$ cat config.mk
export PLATFORM = sky130hd
export DESIGN_NAME = bfc_host
export DESIGN_NICKNAME = d
export VERILOG_FILES = /design/src/bfc_pkg.sv /design/src/bfc_cyc_if.sv /design/src/bfc_host.sv /design/src/bfc_cycle_engine.sv
export SDC_FILE = /design/constraint.sdc
export NUM_CORES = 1
export LEC_CHECK = 0
export BUFFER_PORTS_ARGS = -buffer_cell sky130_fd_sc_hd__buf_2
export CAP_MARGIN = 15
export CELL_PAD_IN_SITES_DETAIL_PLACEMENT = 2
export CELL_PAD_IN_SITES_GLOBAL_PLACEMENT = 2
export CORE_ASPECT_RATIO = 1.2
export CORE_UTILIZATION = 35
export CTS_CLUSTER_DIAMETER = 30
export DETAILED_ROUTE_END_ITERATION = 12
export PLACE_DENSITY = 0.89
export SLEW_MARGIN = 20
export SYNTH_ARGS = -nofsm -noshare
export SYNTH_HDL_FRONTEND = slang
export SYNTH_SLANG_ARGS = --single-unit
export TNS_END_PERCENT = 1
$ cat constraint.sdc
create_clock -name mclk -period 3.2 [get_ports mclk]
set_clock_uncertainty 0.05 [all_clocks]
set_input_delay 0.32 -clock mclk [delete_from_list [all_inputs] [get_ports mclk]]
set_output_delay 0.32 -clock mclk [all_outputs]
set_load 0.1 [all_outputs]
$ cat src/bfc_pkg.sv
// Package of constants for the boot flash bus controller
package bfc_pkg;
	// Command codes placed on the low byte lanes
	localparam logic [7:0] CMD_ERASE_SETUP   = 8'h20;
	localparam logic [7:0] CMD_ERASE_CONFIRM = 8'hD0;
	localparam logic [7:0] CMD_WRITE_SETUP   = 8'h40;
	localparam logic [7:0] CMD_WRITE_SETUP2  = 8'h10;
	localparam logic [7:0] CMD_READ_ARRAY    = 8'hFF;
	localparam logic [7:0] CMD_IDENTIFY      = 8'h90;
	// Bus widths
	localparam int ADDR_W = 18;
	localparam int DATA_W = 16;
	// Strobe phase timing in ns and cycles at 250 MHz (least times round up)
	localparam int CLK_PERIOD_NS  = 4;
	localparam int SETUP_NS       = 20;
	localparam int STROBE_NS      = 60;
	localparam int READ_ACCESS_NS = 100;
	localparam int HOLD_NS        = 20;
	localparam int SETUP_CYC  = (SETUP_NS + CLK_PERIOD_NS - 1) / CLK_PERIOD_NS;
	localparam int STROBE_CYC = (STROBE_NS + CLK_PERIOD_NS - 1) / CLK_PERIOD_NS;
	localparam int READ_CYC   = (READ_ACCESS_NS + CLK_PERIOD_NS - 1) / CLK_PERIOD_NS;
	localparam int HOLD_CYC   = (HOLD_NS + CLK_PERIOD_NS - 1) / CLK_PERIOD_NS;
	localparam int CNT_W      = 8;
	// Operation codes on the user port
	localparam logic [2:0] OP_READ     = 3'h0;
	localparam logic [2:0] OP_PROGRAM  = 3'h1;
	localparam logic [2:0] OP_ERASE    = 3'h2;
	localparam logic [2:0] OP_READ_ARR = 3'h3;
	localparam logic [2:0] OP_IDENTIFY = 3'h4;
	localparam logic [2:0] OP_ID_READ  = 3'h5;
	// Identification addresses
	localparam logic [17:0] ID_MAKER_ADDR  = 18'h00000;
	localparam logic [17:0] ID_DEVICE_ADDR = 18'h00002;
endpackage

$ cat src/bfc_cyc_if.sv
// Interface carrying one bus cycle between the sequencer and the pin engine
`timescale 1ns/100ps
interface bfc_cyc_if;
	logic        req;
	logic        wr;
	logic [17:0] addr;
	logic [15:0] wdata;
	logic        done;
	logic [15:0] rdata;
	modport seq (output req, output wr, output addr, output wdata, input done, input rdata);
	modport eng (input req, input wr, input addr, input wdata, output done, output rdata);
endinterface

$ cat src/bfc_host.sv
// Host controller driving a boot flash through its parallel pins
//
// What this block does
// - Each command cycle has reset high, chip select and write strobe low, output enable high, code on the low lanes.
// - A block erase is an erase-setup 20H cycle directly followed by a D0H confirm with the program supply valid.
// - A program is a setup cycle of 40H directly followed by the address and data cycle.
// - After a program or erase the host writes read-array FFH before reading array data again.
// - Identification reads hold all address lines low except bit 0, which picks maker or device code.
`timescale 1ns/100ps
module bfc_host (
	// Clock and reset
	input  wire logic        mclk,
	input  wire logic        nrst,
	// User request port
	input  wire logic        op_valid,
	output logic             op_ready,
	input  wire logic [2:0]  op_code,
	input  wire logic [17:0] op_addr,
	input  wire logic [15:0] op_wdata,
	input  wire logic        op_boot,
	input  wire logic        byte_mode,
	// User answer port
	output logic             rsp_valid,
	output logic [15:0]      rsp_rdata,
	output logic             rsp_err,
	// Supply and protection controls
	input  wire logic        program_supply_level,
	output logic             program_supply_en,
	output logic             boot_unlock,
	output logic             identify_high_voltage,
	// Flash pins
	output logic             reset_powerdown_n,
	output logic             ce_n,
	output logic             oe_n,
	output logic             we_n,
	output logic             byte_n,
	output logic [16:0]      addr_o,
	output logic [15:0]      dq_o,
	output logic [15:0]      dq_oe,
	input  wire logic [15:0] dq_i
);
	typedef enum logic [5:0] {
		HS_IDLE  = 6'b000001,
		HS_CMD1  = 6'b000010,
		HS_CMD2  = 6'b000100,
		HS_RARR  = 6'b001000,
		HS_READ  = 6'b010000,
		HS_RESP  = 6'b100000
	} bfc_host_e;

	bfc_cyc_if cyc ();

	bfc_host_e   st_r;
	logic [2:0]  op_r;
	logic [17:0] addr_r;
	logic [15:0] wdata_r;
	logic        boot_r;
	logic        dirty_r;
	logic        err_r;
	logic [15:0] rdata_r;
	logic        supply_q1_r;
	logic        supply_q2_r;
	logic        supply_q3_r;
	logic        supply_ok_r;
	logic        issue_r;

	// Pin engine runs each single bus cycle
	bfc_cycle_engine u_eng (
		.mclk      (mclk),
		.nrst      (nrst),
		.cyc       (cyc.eng),
		.byte_mode (byte_mode),
		.ce_n      (ce_n),
		.oe_n      (oe_n),
		.we_n      (we_n),
		.addr_o    (addr_o),
		.dq_o      (dq_o),
		.dq_oe     (dq_oe),
		.dq_i      (dq_i)
	);

	// Supply-good level is a pin from outside; accept a change only when two stages agree
	always_ff @(posedge mclk) begin
		supply_q1_r <= program_supply_level;
		supply_q2_r <= supply_q1_r;
		supply_q3_r <= supply_q2_r;
		if (!nrst)
			supply_ok_r <= 1'b0;
		else if (supply_q2_r == supply_q3_r)
			supply_ok_r <= supply_q3_r;
	end

	// Flash reset follows our own reset; flash sits in array read afterwards
	always_ff @(posedge mclk) begin
		if (!nrst)
			reset_powerdown_n <= 1'b0;
		else
			reset_powerdown_n <= 1'b1;
	end

	// Request sequencer; commands always go out as back-to-back write cycles
	always_ff @(posedge mclk) begin
		if (!nrst) begin
			st_r    <= HS_IDLE;
			op_r    <= bfc_pkg::OP_READ;
			addr_r  <= 18'h00000;
			wdata_r <= 16'h0000;
			boot_r  <= 1'b0;
			err_r   <= 1'b0;
			issue_r <= 1'b0;
		end else begin
			issue_r <= 1'b0;
			case (st_r)
				HS_IDLE: begin
					if (op_valid) begin
						op_r    <= op_code;
						// Identification reads keep every address bit low except word bit 0 (byte bit 1)
						addr_r  <= (op_code == bfc_pkg::OP_ID_READ) ?
							(op_addr[1] ? bfc_pkg::ID_DEVICE_ADDR : bfc_pkg::ID_MAKER_ADDR) : op_addr;
						wdata_r <= op_wdata;
						boot_r  <= op_boot;
						err_r   <= 1'b0;
						issue_r <= 1'b1;
						if (op_code == bfc_pkg::OP_PROGRAM || op_code == bfc_pkg::OP_ERASE ||
							op_code == bfc_pkg::OP_IDENTIFY)
							st_r <= HS_CMD1;
						else if (op_code == bfc_pkg::OP_READ_ARR)
							st_r <= HS_RARR;
						else if (dirty_r && op_code == bfc_pkg::OP_READ)
							st_r <= HS_RARR;
						else
							st_r <= HS_READ;
					end
				end
				HS_CMD1: begin
					if (cyc.done) begin
						if (op_r == bfc_pkg::OP_IDENTIFY)
							st_r <= HS_RESP;
						else if (!supply_ok_r) begin
							// Second cycle withheld without supply; read array goes out instead
							err_r   <= 1'b1;
							issue_r <= 1'b1;
							st_r    <= HS_RARR;
						end else begin
							issue_r <= 1'b1;
							st_r    <= HS_CMD2;
						end
					end
				end
				HS_CMD2: begin
					if (cyc.done)
						st_r <= HS_RESP;
				end
				HS_RARR: begin
					if (cyc.done) begin
						if (op_r == bfc_pkg::OP_READ) begin
							issue_r <= 1'b1;
							st_r    <= HS_READ;
						end else
							st_r <= HS_RESP;
					end
				end
				HS_READ: begin
					if (cyc.done)
						st_r <= HS_RESP;
				end
				HS_RESP: st_r <= HS_IDLE;
				default: st_r <= HS_IDLE;
			endcase
		end
	end

	// Array contents are stale after program or erase until read array goes out with no error pending
	always_ff @(posedge mclk) begin
		if (!nrst)
			dirty_r <= 1'b0;
		else if (st_r == HS_CMD1 && cyc.done && op_r != bfc_pkg::OP_IDENTIFY)
			dirty_r <= 1'b1;
		else if (st_r == HS_RARR && cyc.done && !err_r)
			dirty_r <= 1'b0;
	end

	// Read data latched from the engine when a read cycle ends
	always_ff @(posedge mclk) begin
		if (!nrst)
			rdata_r <= 16'h0000;
		else if (st_r == HS_READ && cyc.done)
			rdata_r <= byte_mode ? {8'h00, cyc.rdata[7:0]} : cyc.rdata;
	end

	// Cycle request contents for the engine
	always_comb begin
		cyc.req   = issue_r;
		cyc.addr  = addr_r;
		cyc.wr    = 1'b1;
		cyc.wdata = {8'h00, bfc_pkg::CMD_READ_ARRAY};
		case (st_r)
			HS_CMD1: begin
				if (op_r == bfc_pkg::OP_ERASE)
					cyc.wdata = {8'h00, bfc_pkg::CMD_ERASE_SETUP};
				else if (op_r == bfc_pkg::OP_PROGRAM)
					cyc.wdata = {8'h00, bfc_pkg::CMD_WRITE_SETUP};
				else
					cyc.wdata = {8'h00, bfc_pkg::CMD_IDENTIFY};
			end
			HS_CMD2: begin
				cyc.wdata = (op_r == bfc_pkg::OP_ERASE) ? {8'h00, bfc_pkg::CMD_ERASE_CONFIRM} : wdata_r;
			end
			HS_READ: cyc.wr = 1'b0;
			default: cyc.wr = 1'b1;
		endcase
	end

	// Supply and unlock are held over both cycles of a program or erase
	always_ff @(posedge mclk) begin
		if (!nrst) begin
			program_supply_en     <= 1'b0;
			boot_unlock           <= 1'b0;
			identify_high_voltage <= 1'b0;
		end else begin
			program_supply_en     <= (st_r == HS_CMD1 || st_r == HS_CMD2) && op_r != bfc_pkg::OP_IDENTIFY;
			boot_unlock           <= (st_r == HS_CMD1 || st_r == HS_CMD2) && boot_r;
			identify_high_voltage <= 1'b0;
		end
	end

	// User side outputs
	assign op_ready  = (st_r == HS_IDLE);
	assign rsp_valid = (st_r == HS_RESP);
	assign rsp_rdata = rdata_r;
	assign rsp_err   = err_r;
	assign byte_n    = !byte_mode;
endmodule

$ cat src/bfc_cycle_engine.sv
// Pin engine that runs one asynchronous read or write cycle on the flash pins
`timescale 1ns/100ps
module bfc_cycle_engine (
	// Clock and reset
	input  wire logic        mclk,
	input  wire logic        nrst,
	// Cycle request
	bfc_cyc_if.eng           cyc,
	// Byte mode select
	input  wire logic        byte_mode,
	// Flash pins
	output logic             ce_n,
	output logic             oe_n,
	output logic             we_n,
	output logic [16:0]      addr_o,
	output logic [15:0]      dq_o,
	output logic [15:0]      dq_oe,
	input  wire logic [15:0] dq_i
);
	typedef enum logic [4:0] {
		ST_IDLE  = 5'b00001,
		ST_SETUP = 5'b00010,
		ST_STRB  = 5'b00100,
		ST_HOLD  = 5'b01000,
		ST_DONE  = 5'b10000
	} bfc_eng_e;

	bfc_eng_e                 st_r;
	logic [bfc_pkg::CNT_W-1:0] cnt_r;
	logic                     wr_r;
	logic [15:0]              q1_r;
	logic [15:0]              q2_r;
	logic [15:0]              q3_r;
	logic [15:0]              rdata_r;

	// Three-stage input sampling of the data pins
	always_ff @(posedge mclk) begin
		q1_r <= dq_i;
		q2_r <= q1_r;
		q3_r <= q2_r;
	end

	// Strobe sequencer; address and data stay put past the strobe rise
	always_ff @(posedge mclk) begin
		if (!nrst) begin
			st_r  <= ST_IDLE;
			cnt_r <= 8'h00;
			wr_r  <= 1'b0;
		end else begin
			case (st_r)
				ST_IDLE: begin
					if (cyc.req) begin
						wr_r  <= cyc.wr;
						cnt_r <= 8'(bfc_pkg::SETUP_CYC);
						st_r  <= ST_SETUP;
					end
				end
				ST_SETUP: begin
					if (cnt_r <= 8'h01) begin
						cnt_r <= wr_r ? 8'(bfc_pkg::STROBE_CYC) : 8'(bfc_pkg::READ_CYC + 2);
						st_r  <= ST_STRB;
					end else
						cnt_r <= cnt_r - 8'h01;
				end
				ST_STRB: begin
					if (cnt_r <= 8'h01) begin
						cnt_r <= 8'(bfc_pkg::HOLD_CYC);
						st_r  <= ST_HOLD;
					end else
						cnt_r <= cnt_r - 8'h01;
				end
				ST_HOLD: begin
					if (cnt_r <= 8'h01)
						st_r <= ST_DONE;
					else
						cnt_r <= cnt_r - 8'h01;
				end
				ST_DONE: st_r <= ST_IDLE;
				default: st_r <= ST_IDLE;
			endcase
		end
	end

	// Read data captured at the end of the strobe; a lane changes only once its last two stages agree
	// Floating lanes in byte mode may never agree; they keep their old value and are masked upstream
	always_ff @(posedge mclk) begin
		if (!nrst)
			rdata_r <= 16'h0000;
		else if (st_r == ST_STRB && cnt_r == 8'h01 && !wr_r)
			rdata_r <= (q3_r & ~(q2_r ^ q3_r)) | (rdata_r & (q2_r ^ q3_r));
	end

	// Pin outputs; write strobe rises before address and data change
	always_ff @(posedge mclk) begin
		if (!nrst) begin
			ce_n   <= 1'b1;
			oe_n   <= 1'b1;
			we_n   <= 1'b1;
			addr_o <= 17'h00000;
			dq_o   <= 16'h0000;
			dq_oe  <= 16'h0000;
		end else begin
			if (st_r == ST_IDLE && cyc.req) begin
				addr_o <= cyc.addr[17:1];
				ce_n   <= 1'b0;
				if (cyc.wr) begin
					// Commands and byte data use low lanes; pin 15 carries A-1 in byte mode
					dq_o  <= byte_mode ? {cyc.addr[0], 7'h00, cyc.wdata[7:0]} : cyc.wdata;
					dq_oe <= byte_mode ? 16'h80FF : 16'hFFFF;
				end else begin
					dq_o  <= {cyc.addr[0], 15'h0000};
					dq_oe <= byte_mode ? 16'h8000 : 16'h0000;
				end
			end
			we_n <= !(st_r == ST_STRB && wr_r) && !(st_r == ST_SETUP && cnt_r <= 8'h01 && wr_r);
			oe_n <= !(st_r == ST_STRB && !wr_r) && !(st_r == ST_SETUP && cnt_r <= 8'h01 && !wr_r);
			if (st_r == ST_DONE) begin
				ce_n  <= 1'b1;
				dq_oe <= 16'h0000;
			end
		end
	end

	assign cyc.done  = (st_r == ST_DONE);
	assign cyc.rdata = rdata_r;
endmodule

After elaboration in Yosys (flattened, before gate mapping). Cells that the tools add are included. W data, S select, Z words.

Magnitude comparators: 1. Mux-type cells: 49. $add $sub $neg: 1. Reduce and logical (&&, ||, !) cells: 41. Bitwise logic cells: 6. Eq/ne operators: 33.

Operators with widths (number): $mux W16 (6); $mux W8 (6); $mux W5 (8); $mux W6 (6); $and A16 B16 Y16 (2); $pmux W16 S2 (1); $pmux W8 S4 (1); $pmux W6 S4 (1); $pmux W5 S4 (1); $logic_and A1 B1 Y1 (18); $mux W18 (1); $not A16 Y16 (1); $or A16 B16 Y16 (1); $xor A16 B16 Y16 (1); $mux W15 (1); $ne A2 B2 Y1 const B (7); $mux W1 (13); $eq A3 B2 Y1 const B (3); $eq A3 B3 Y1 const B (3); $eq A8 B1 Y1 const B (1); $le A8 B1 Y1 const B (1); $ne A2 B1 Y1 const B (4); $reduce_and A4 Y1 (2); $sub A8 B1 Y8 const B (1); other kinds (28) (41).

Register bits: 200. Word-level logic and storage cells: 160.

Depth between registers and ports, before layout. Gate-level depths: netlist of run 1.

Depth after elaboration: 7. Depth in mapped cells: 8. Mapped depth without buffers: 7.

By module. From an unflattened synthesis of run 1, not the netlist that was laid out.

Cells, all modules: 792. Area total of the unflattened synthesis: 7086.8 um^2.

By module, submodules not included: bfc_cycle_engine (instances 1, area an instance 3985.1 um^2, cells each 423); bfc_host (instances 1, area an instance 3101.7 um^2, cells each 369).

Worst setup path before layout of run 1. Ideal clock, no wire load.

Path type: register to output. Start: reg st_r[1]. End: out rsp_valid. Slack: -370 ps. Stages on the path, launching flop included: 4. Arrival: 3200 ps. Required time: 2830 ps. Cells stage by stage: dfxtp_1 > buf_2 > or4_4 > nor3b_1.

Word-level cells in the longest chain between the ends: 1.

Ends and longest elaborated chain: from (decl) (RTL line bfc_host.sv:53) `bfc_host_e st_r;`; from (signal assigned) (RTL line bfc_host.sv:104) `st_r <= HS_IDLE;`; from (signal assigned) (RTL line bfc_host.sv:126) `st_r <= HS_CMD1;`; from (signal assigned) (RTL line bfc_host.sv:128) `st_r <= HS_RARR;`; $eq A6 B6 Y1 (RTL line bfc_host.sv:229) `assign rsp_valid = (st_r == HS_RESP);`; to (decl) (RTL line bfc_host.sv:23) `output logic rsp_valid,`.

No other way between the ends.

Worst setup path after layout of run 1.
Start: reg u_eng.cnt_r[2] in the netlist's numbering. End: reg u_eng.we_n.

Word-level cells in the longest chain between the ends: 5.

Ends and longest elaborated chain: from (decl) (RTL line bfc_cycle_engine.sv:29) `logic [bfc_pkg::CNT_W-1:0] cnt_r;`; from (signal assigned) (RTL line bfc_cycle_engine.sv:54) `cnt_r <= 8'(bfc_pkg::SETUP_CYC);`; from (signal assigned) (RTL line bfc_cycle_engine.sv:60) `cnt_r <= wr_r ? 8'(bfc_pkg::STROBE_CYC) : 8'(bfc_pkg::READ_CYC + 2);`; from (signal assigned) (RTL line bfc_cycle_engine.sv:63) `cnt_r <= cnt_r - 8'h01;`; $le A8 B1 Y1 (RTL line bfc_cycle_engine.sv:115) `we_n <= !(st_r == ST_STRB && wr_r) && !(st_r == ST_SETUP && cnt_r <= 8'h01 && wr_r);`; $logic_and A1 B1 Y1 (2 in series) (RTL line bfc_cycle_engine.sv:115); $logic_not A1 Y1 (RTL line bfc_cycle_engine.sv:115); $logic_and A1 B1 Y1 (RTL line bfc_cycle_engine.sv:115); to (signal assigned) (RTL line bfc_cycle_engine.sv:115); to (decl) (RTL line bfc_cycle_engine.sv:14) `output logic we_n,`.

No other way between the ends. A chain may end at the register's enable or synchronous reset.

==> flow_summary.yaml, run 1 <==
clock_network:
  cts_root_buffer: "clkbuf_16"
  cts_buffer_depth: 2
  post_cts_resized: 0
  post_cts_buffers: 0
  cts_tree: "yes"
  numClockSinks: 187
  cts_buffers: 17
  clk_pin_slew_worst_paths_ps: 70
  htreeDepth: 4
  clock_latency_ps: 430
power_and_ir_drop:
  ir_drop_uv: 369
  leakage_nw: 3.34
  p_per_area_mw_per_mm2: 646
  power.total_mw: 5.33
logic_synthesis:
  synthSimpleGateAreaFrac: 0.204
  yosys-top-cells-area: "dfxtp_1 56%, nand2_1 9.4%, a21oi_1 8.0%, o21ai_0 2.6%, nand3_1 2.5%"
  yosys.area.top_type: "dfxtp_1"
  synth_cell_types: 65
  ys_seq_area_frac: 0.559
  ys.flop_type: "dfxtp_1"
  syn_avg_cell_area_um2: 8.85
  synth_edf_count: 0
  netlist_area_mm2: 0.00669
  netlist_instances: 756
  yosys_warnings: 0
  yosysTopAreaCellShare: 0.559
  synth_compound_area_frac: 0.175
  synth_fa_ha_area_frac: 0.00374
  synth_top_family_by_area: "simple AND/OR/NAND/NOR gates"
  ys_seq_elements: 187
  synthXorXnorAreaFrac: 0.00524
  syn-num-nets: 817
  async_flop_share: 0
  synth.area.mux_share: 0.00299
worst_hold_path:
  min_to: "wdata_r[13]$_SDFFE_PN0P_"
  hold_depth: 3
  min-delay-start: "op_wdata[13]"
  hold_class: "input pin to register"
job:
  max_cap_violations: 0
worst_setup_path:
  end_kind: "register"
  crit_fanout: 8
  r2r-start: "u_eng.cnt_r[2]$_SDFFE_PN0P_"
  worstSetupPathType: "register to register"
  cp-start-kind: "register"
  worstPathArrival_ps: 2980
  critical_path_required_ps: 3460
  timing.rr.end: "u_eng.we_n$_SDFF_PN1_"
  rr_worst_depth: 6
  reg2reg_slack_ps: 480
die:
  core_area_mm2: 0.0188
  rows: 55
  die_area_mm2: 0.0197
  io_pins: 135
  initial_core_util: 0.356
  die_w_um: 128
  fp.dieH_um: 153
placement:
  preCtsSetupSlack_ps: 611
  hpwlAfterDp_um: 15500
  gp_congestion: 0.826
  port_buffers: 133
drt:
  drt-met1-wl_um: 9250
  viasPerCell: 5.28
  vias: 6067
  highest_layer: "met4"
  dr_wl_met3_um: 806
  wirelength_um: 24200
  drt_iter0_drc: 279
  wl_per_cell_um: 21.1
  ant_nets: 0
  drc: 0
  first_pass_iters: 4
  route.met2.wl_um: 13400
timing:
  fin_crit_sh: 0.851
  fmax_ghz: 0.367
  post-route-min-period_ps: 2720
  worstMarginPinSlew_ps: 916
  finalSetupViolations: 0
  grt_setup_unrepaired: "false"
  whs_ps: 81.2
  setup_ws_ps: 477
  fin_setup_tns_ps: 0
  final_max_slew_viol_count: 0
  max-slew-margin-rel: 0.388
  hold_viol_final: 0
status:
  status: "finished, final reports clean"
layout:
  final_util: 0.439
  fillCellCount: 2060
  drive_gt1_frac: 0.215
  area_growth_pct: 23.3
  antennaDiodeCount: 0
  layout.nets: 942
grt:
  grt_pass1_vias: 6799
  antenna_found_initial: 0
  grt.total_usage: 0.252
  grt_overflow_total: 0
  grt_pass1_wl_um: 37600
  grt_max_degree: 44
==> layout make-up <==
class / instances / area (um2) / share of cell area
clock buffer: 24 / 492 / 0.0596
timing repair buffer: 164 / 941 / 0.114
inverter: 10 / 38.8 / 0.00470
clock inverter: 8 / 83.8 / 0.0102
multi-input combinational: 501 / 2630 / 0.319
sequential: 187 / 3740 / 0.454
tap: 256 / 320 / 0.0388
==> where the power goes <==
group          internal [mW]  total (mW)  switching [mW]
combinational          0.169       0.737           0.568
clock                   1.16        2.08           0.917
sequential              2.43        2.51          0.0792
==> what timing repair did <==
| item | CTS | global route |
|---|---|---|
| hold endpoints to repair | 17 | 0 |
| setup endpoints to repair | 0 | 0 |
| hold buffers | 17 | 0 |
==> metrics by stage <==
step / instances / instance area [um2]
floorplan: 756 / 6700
global placement: 1101 / 7500
detailed placement: 1101 / 7500
CTS: 1150 / 8250
global route: 1150 / 8250
finish: 1150 / 8250
==> critical path: stages, from the launching register on <==
cell and delay, ps:
dfxtp_1 410, nor4_4 600, and3b_1 310, nand3b_1 90, a2111oi_1 860, buf_4 240, nand2_1 50
==> sequential cells by signal, summed over array words and instances (netlist names), 3 cells and up, named ones only <==
| register | flops |
|---|---|
| u_eng.dq_oe | 3 |
| addr_r | 18 |
| u_eng.dq_o | 16 |
| u_eng.q2_r | 16 |
| rsp_rdata | 16 |
| wdata_r | 16 |
| op_r | 3 |
| st_r | 6 |
| u_eng.addr_o | 17 |
| u_eng.cnt_r | 8 |
| u_eng.st_r | 5 |
| u_eng.q3_r | 16 |
| u_eng.q1_r | 16 |
==> metal layers <==
layer,up-vias,GRT usage
met3,41,0.0441
met5,-,0
li1,2839,-
met1,3057,0.269
met4,0,0.116
met2,130,0.472
==> how the worst max path moves through the flow <==
stage                                      startpoint               endpoint  slack, ps
after detailed placement  u_eng.cnt_r[2]$_SDFFE_PN0P_  u_eng.we_n$_SDFF_PN1_        610
after CTS                 u_eng.cnt_r[2]$_SDFFE_PN0P_  u_eng.we_n$_SDFF_PN1_        420
after floorplan                  st_r[1]$_SDFFE_PN0P_              rsp_valid        620
after global placement    u_eng.cnt_r[2]$_SDFFE_PN0P_  u_eng.we_n$_SDFF_PN1_        500
final                     u_eng.cnt_r[2]$_SDFFE_PN0P_  u_eng.we_n$_SDFF_PN1_        480
after global routing             st_r[2]$_SDFFE_PN0P_               op_ready        400
==> synth_stat cells, drive strengths merged (7+ instances only) <==
cell type and number:
inv 10, o21ai 36, nor4 7, nor3 8
a22oi 8, o22ai 17, dfxtp 187, buf 23
nand3 34, nor2 33, clkbuf 35, a21oi 107
nand2 167
==> cell usage in the layout (no fill, tap or decap), types with 3 or more instances in the layout <==
master and instances:
o21ai_0 35, nor4_1 4, clkinv_2 3, nand2b_1 3
or3_1 4, a211oi_1 3, nor4_4 3, a22oi_1 8
clkbuf_8 4, dfxtp_1 187, and3_1 4, nor3_1 5
buf_2 133, nand2_1 167, o211ai_1 3, nand3b_1 5
nor2b_1 6, xnor2_1 3, clkbuf_16 17, a21oi_1 107
inv_1 9, clkbuf_1 3, dlygate4sd3_1 17, nand3_1 34
o32ai_1 3, buf_4 14, nor2_1 31, o31ai_1 5
o22ai_1 17
==> cells by family (layout without fill, tap and decap cells) <==
logic type	count (synthesis)	after routing
buf+inv	68	206
compound gates	203	203
simple gates	289	289
mux	2	2
xor+xnor	4	4
fa+ha+maj	2	2
other cells	1	1
flops	187	187
Power figures use the tool's default switching activity.
==> inputs of run 2 (changes only) <==
==> constraint.sdc (replaced) <==
create_clock -name mclk -period 3.2 [get_ports mclk]
set_clock_uncertainty 0.05 [all_clocks]
set_input_delay 0.64 -clock mclk [delete_from_list [all_inputs] [get_ports mclk]]
set_output_delay 0.64 -clock mclk [all_outputs]
set_load 0.1 [all_outputs]
==> run 2 against run 1 <==
  * Non-clock buffer count down 16
  * Setup slack worse by 320 ps
  * Final cell count down 1.6%
  * First-iteration DRC count is 6.8% higher
  * Sequential cell count unchanged
  * Sequential power about the same
  * Largest power group unchanged
==> flow_summary.yaml, run 2 (synthesis gave the netlist of run 1 again) <==
drt:
  drc: 0
  first_pass_iters: 4
  drt_iter0_drc: 298
  wirelength_um: 22400
  ant_nets: 0
  viasPerCell: 5.30
  vias: 6000
  wl_per_cell_um: 19.8
layout:
  drive_gt1_frac: 0.221
  final_util: 0.429
  final_common_cell: "dfxtp_1"
  fin_area_mm2: 0.00806
  layout.nets: 926
  reg_top3: "addr_r: 18 flops, u_eng.addr_o: 17 flops"
  layout_common_cells: "187 x dfxtp_1, 167 x nand2_1, 133 x buf_2, 107 x a21oi_1, 35 x o21ai_0"
  largest_register_ff_count: 18
  fin_cells: 1132
  antennaDiodeCount: 0
  regMostFlops: "addr_r"
  area_growth_pct: 20.5
grt:
  grt_pass1_vias: 6660
  grt.total_usage: 0.239
  grt_max_degree: 40
  grt_pass1_wl_um: 35900
  antenna_found_initial: 0
  grt_overflow_total: 0
placement:
  gp_congestion: 0.829
  preCtsSetupSlack_ps: 612
  hpwlAfterDp_um: 15200
  port_buffers: 133
  placed_cells: 1102
  dpl_cell_area_mm2: 0.00751
power_and_ir_drop:
  switchingPower_mw: 1.62
  leakage_nw: 3.27
  p_comb_frac: 0.137
  seqPwrFrac: 0.478
  internal_power_mw: 3.63
  power_frac_clock: 0.386
  switching_share: 0.308
  ir_drop_uv: 290
  p_per_area_mw_per_mm2: 651
timing:
  hold_viol_final: 0
  fmax_ghz: 0.329
  finalSetupViolations: 0
  fin_crit_sh: 0.950
  grt_setup_unrepaired: "false"
  post-route-min-period_ps: 3040
  setup_ws_ps: 159
  worstMarginPinSlew_ps: 1180
  fin_setup_tns_ps: 0
  final_max_slew_viol_count: 0
  max-slew-margin-rel: 0.192
clock_network:
  cts_root_buffer: "clkbuf_16"
  cts_tree: "yes"
  htreeDepth: 4
  post_cts_resized: 0
  numClockSinks: 187
  clock_latency_ps: 440
  postCtsHoldBufs: 0
  cts_buffer_depth: 2
  cts_buffers: 17
  post_cts_buffers: 0
  clk_pin_slew_worst_paths_ps: 70
worst_setup_path:
  worstSetupPathType: "register to output pin"
  crit_fanout: 7
  cp_cell_sequence: "nor4_1 > nand3b_1 > inv_1 > buf_2"
  worstPathArrival_ps: 2350
  cpMaxStageDelayCell: "nor4_1"
  cp_num_buf_inv: 2
  cp-start-kind: "register"
  end_kind: "output pin"
  cp_top_family: "simple AND/OR/NAND/NOR gates"
  critical_path_required_ps: 2510
  cp_slowest_stage_delay_ps: 570
die:
  rows: 55
  io_pins: 135
  fp.dieH_um: 153
  core_area_mm2: 0.0188
  initial_core_util: 0.356
  die_w_um: 128
  die_area_mm2: 0.0197
status:
  status: "finished, final reports clean"
worst_hold_path:
  hold_class: "input pin to register"
job:
  max_cap_violations: 0
run 2: cell types whose count changed in the layout (fill, tap and decap cells not counted), sizes merged:
cell | before | now
bufinv | 1 | 0
buf | 147 | 148
clkbuf | 24 | 18
inv | 11 | 17
clkinv | 4 | 3
dlygate4sd3 | 17 | 0
run 2: stage by stage:
stage	hold slack (ps)	total power [mW]
3_3_place_gp	261	3.24
6_report	245	5.24
3_5_place_dp	265	3.27
4_1_cts	232	5.29
5_1_grt	227	5.44
2_1_floorplan	260	3.07
run 2: final cells by class:
class,instances,area [um2]
repair buffers,148,778
clock inverters,12,109
inverters,10,38.8
well taps,256,320
multi-input cells,501,2630
fillers,2040,10700
clock buffers,18,439
flip-flops and latches,187,3740
run 2: power groups by stage:
stage | clock network [mW] | logic [mW] | registers [mW]
6_report | 2.02 | 0.717 | 2.50
5_1_grt | 2.17 | 0.762 | 2.52
4_1_cts | 2.06 | 0.721 | 2.50
3_5_place_dp | 0 | 0.709 | 2.56
3_3_place_gp | 0 | 0.690 | 2.55
2_1_floorplan | 0 | 0.388 | 2.68
run 2: worst reg2reg max path, delay by kind of cell, from the launching register on:
kind                   cells  cell delay (ps)
buffers and inverters      1              260
AOI/OAI and AO/OA          1             1050
and+or+nand+nor            4             1000
DFF                        1              410
run 2: path summary, 6_finish.rpt:
kind	start	to	slack, ps	cells after the start
worst max-delay path	st_r[2]$_SDFFE_PN0P_	op_ready	160	4
worst min-delay path	dq_i[8]	u_eng.q1_r[8]$_DFF_P_	240	1
worst max register to register	u_eng.cnt_r[2]$_SDFFE_PN0P_	u_eng.we_n$_SDFF_PN1_	310	6
worst min register to register	u_eng.q1_r[14]$_DFF_P_	u_eng.q2_r[14]$_DFF_P_	280	0
run 2: per-layer routing:
metal	track usage	vias up	share of wire
met3	0.0497	55	0.035
met4	0.123	0	0.039
met1	0.264	2988	0.40
met2	0.427	140	0.53
li1	-	2817	-
met5	0	-	0
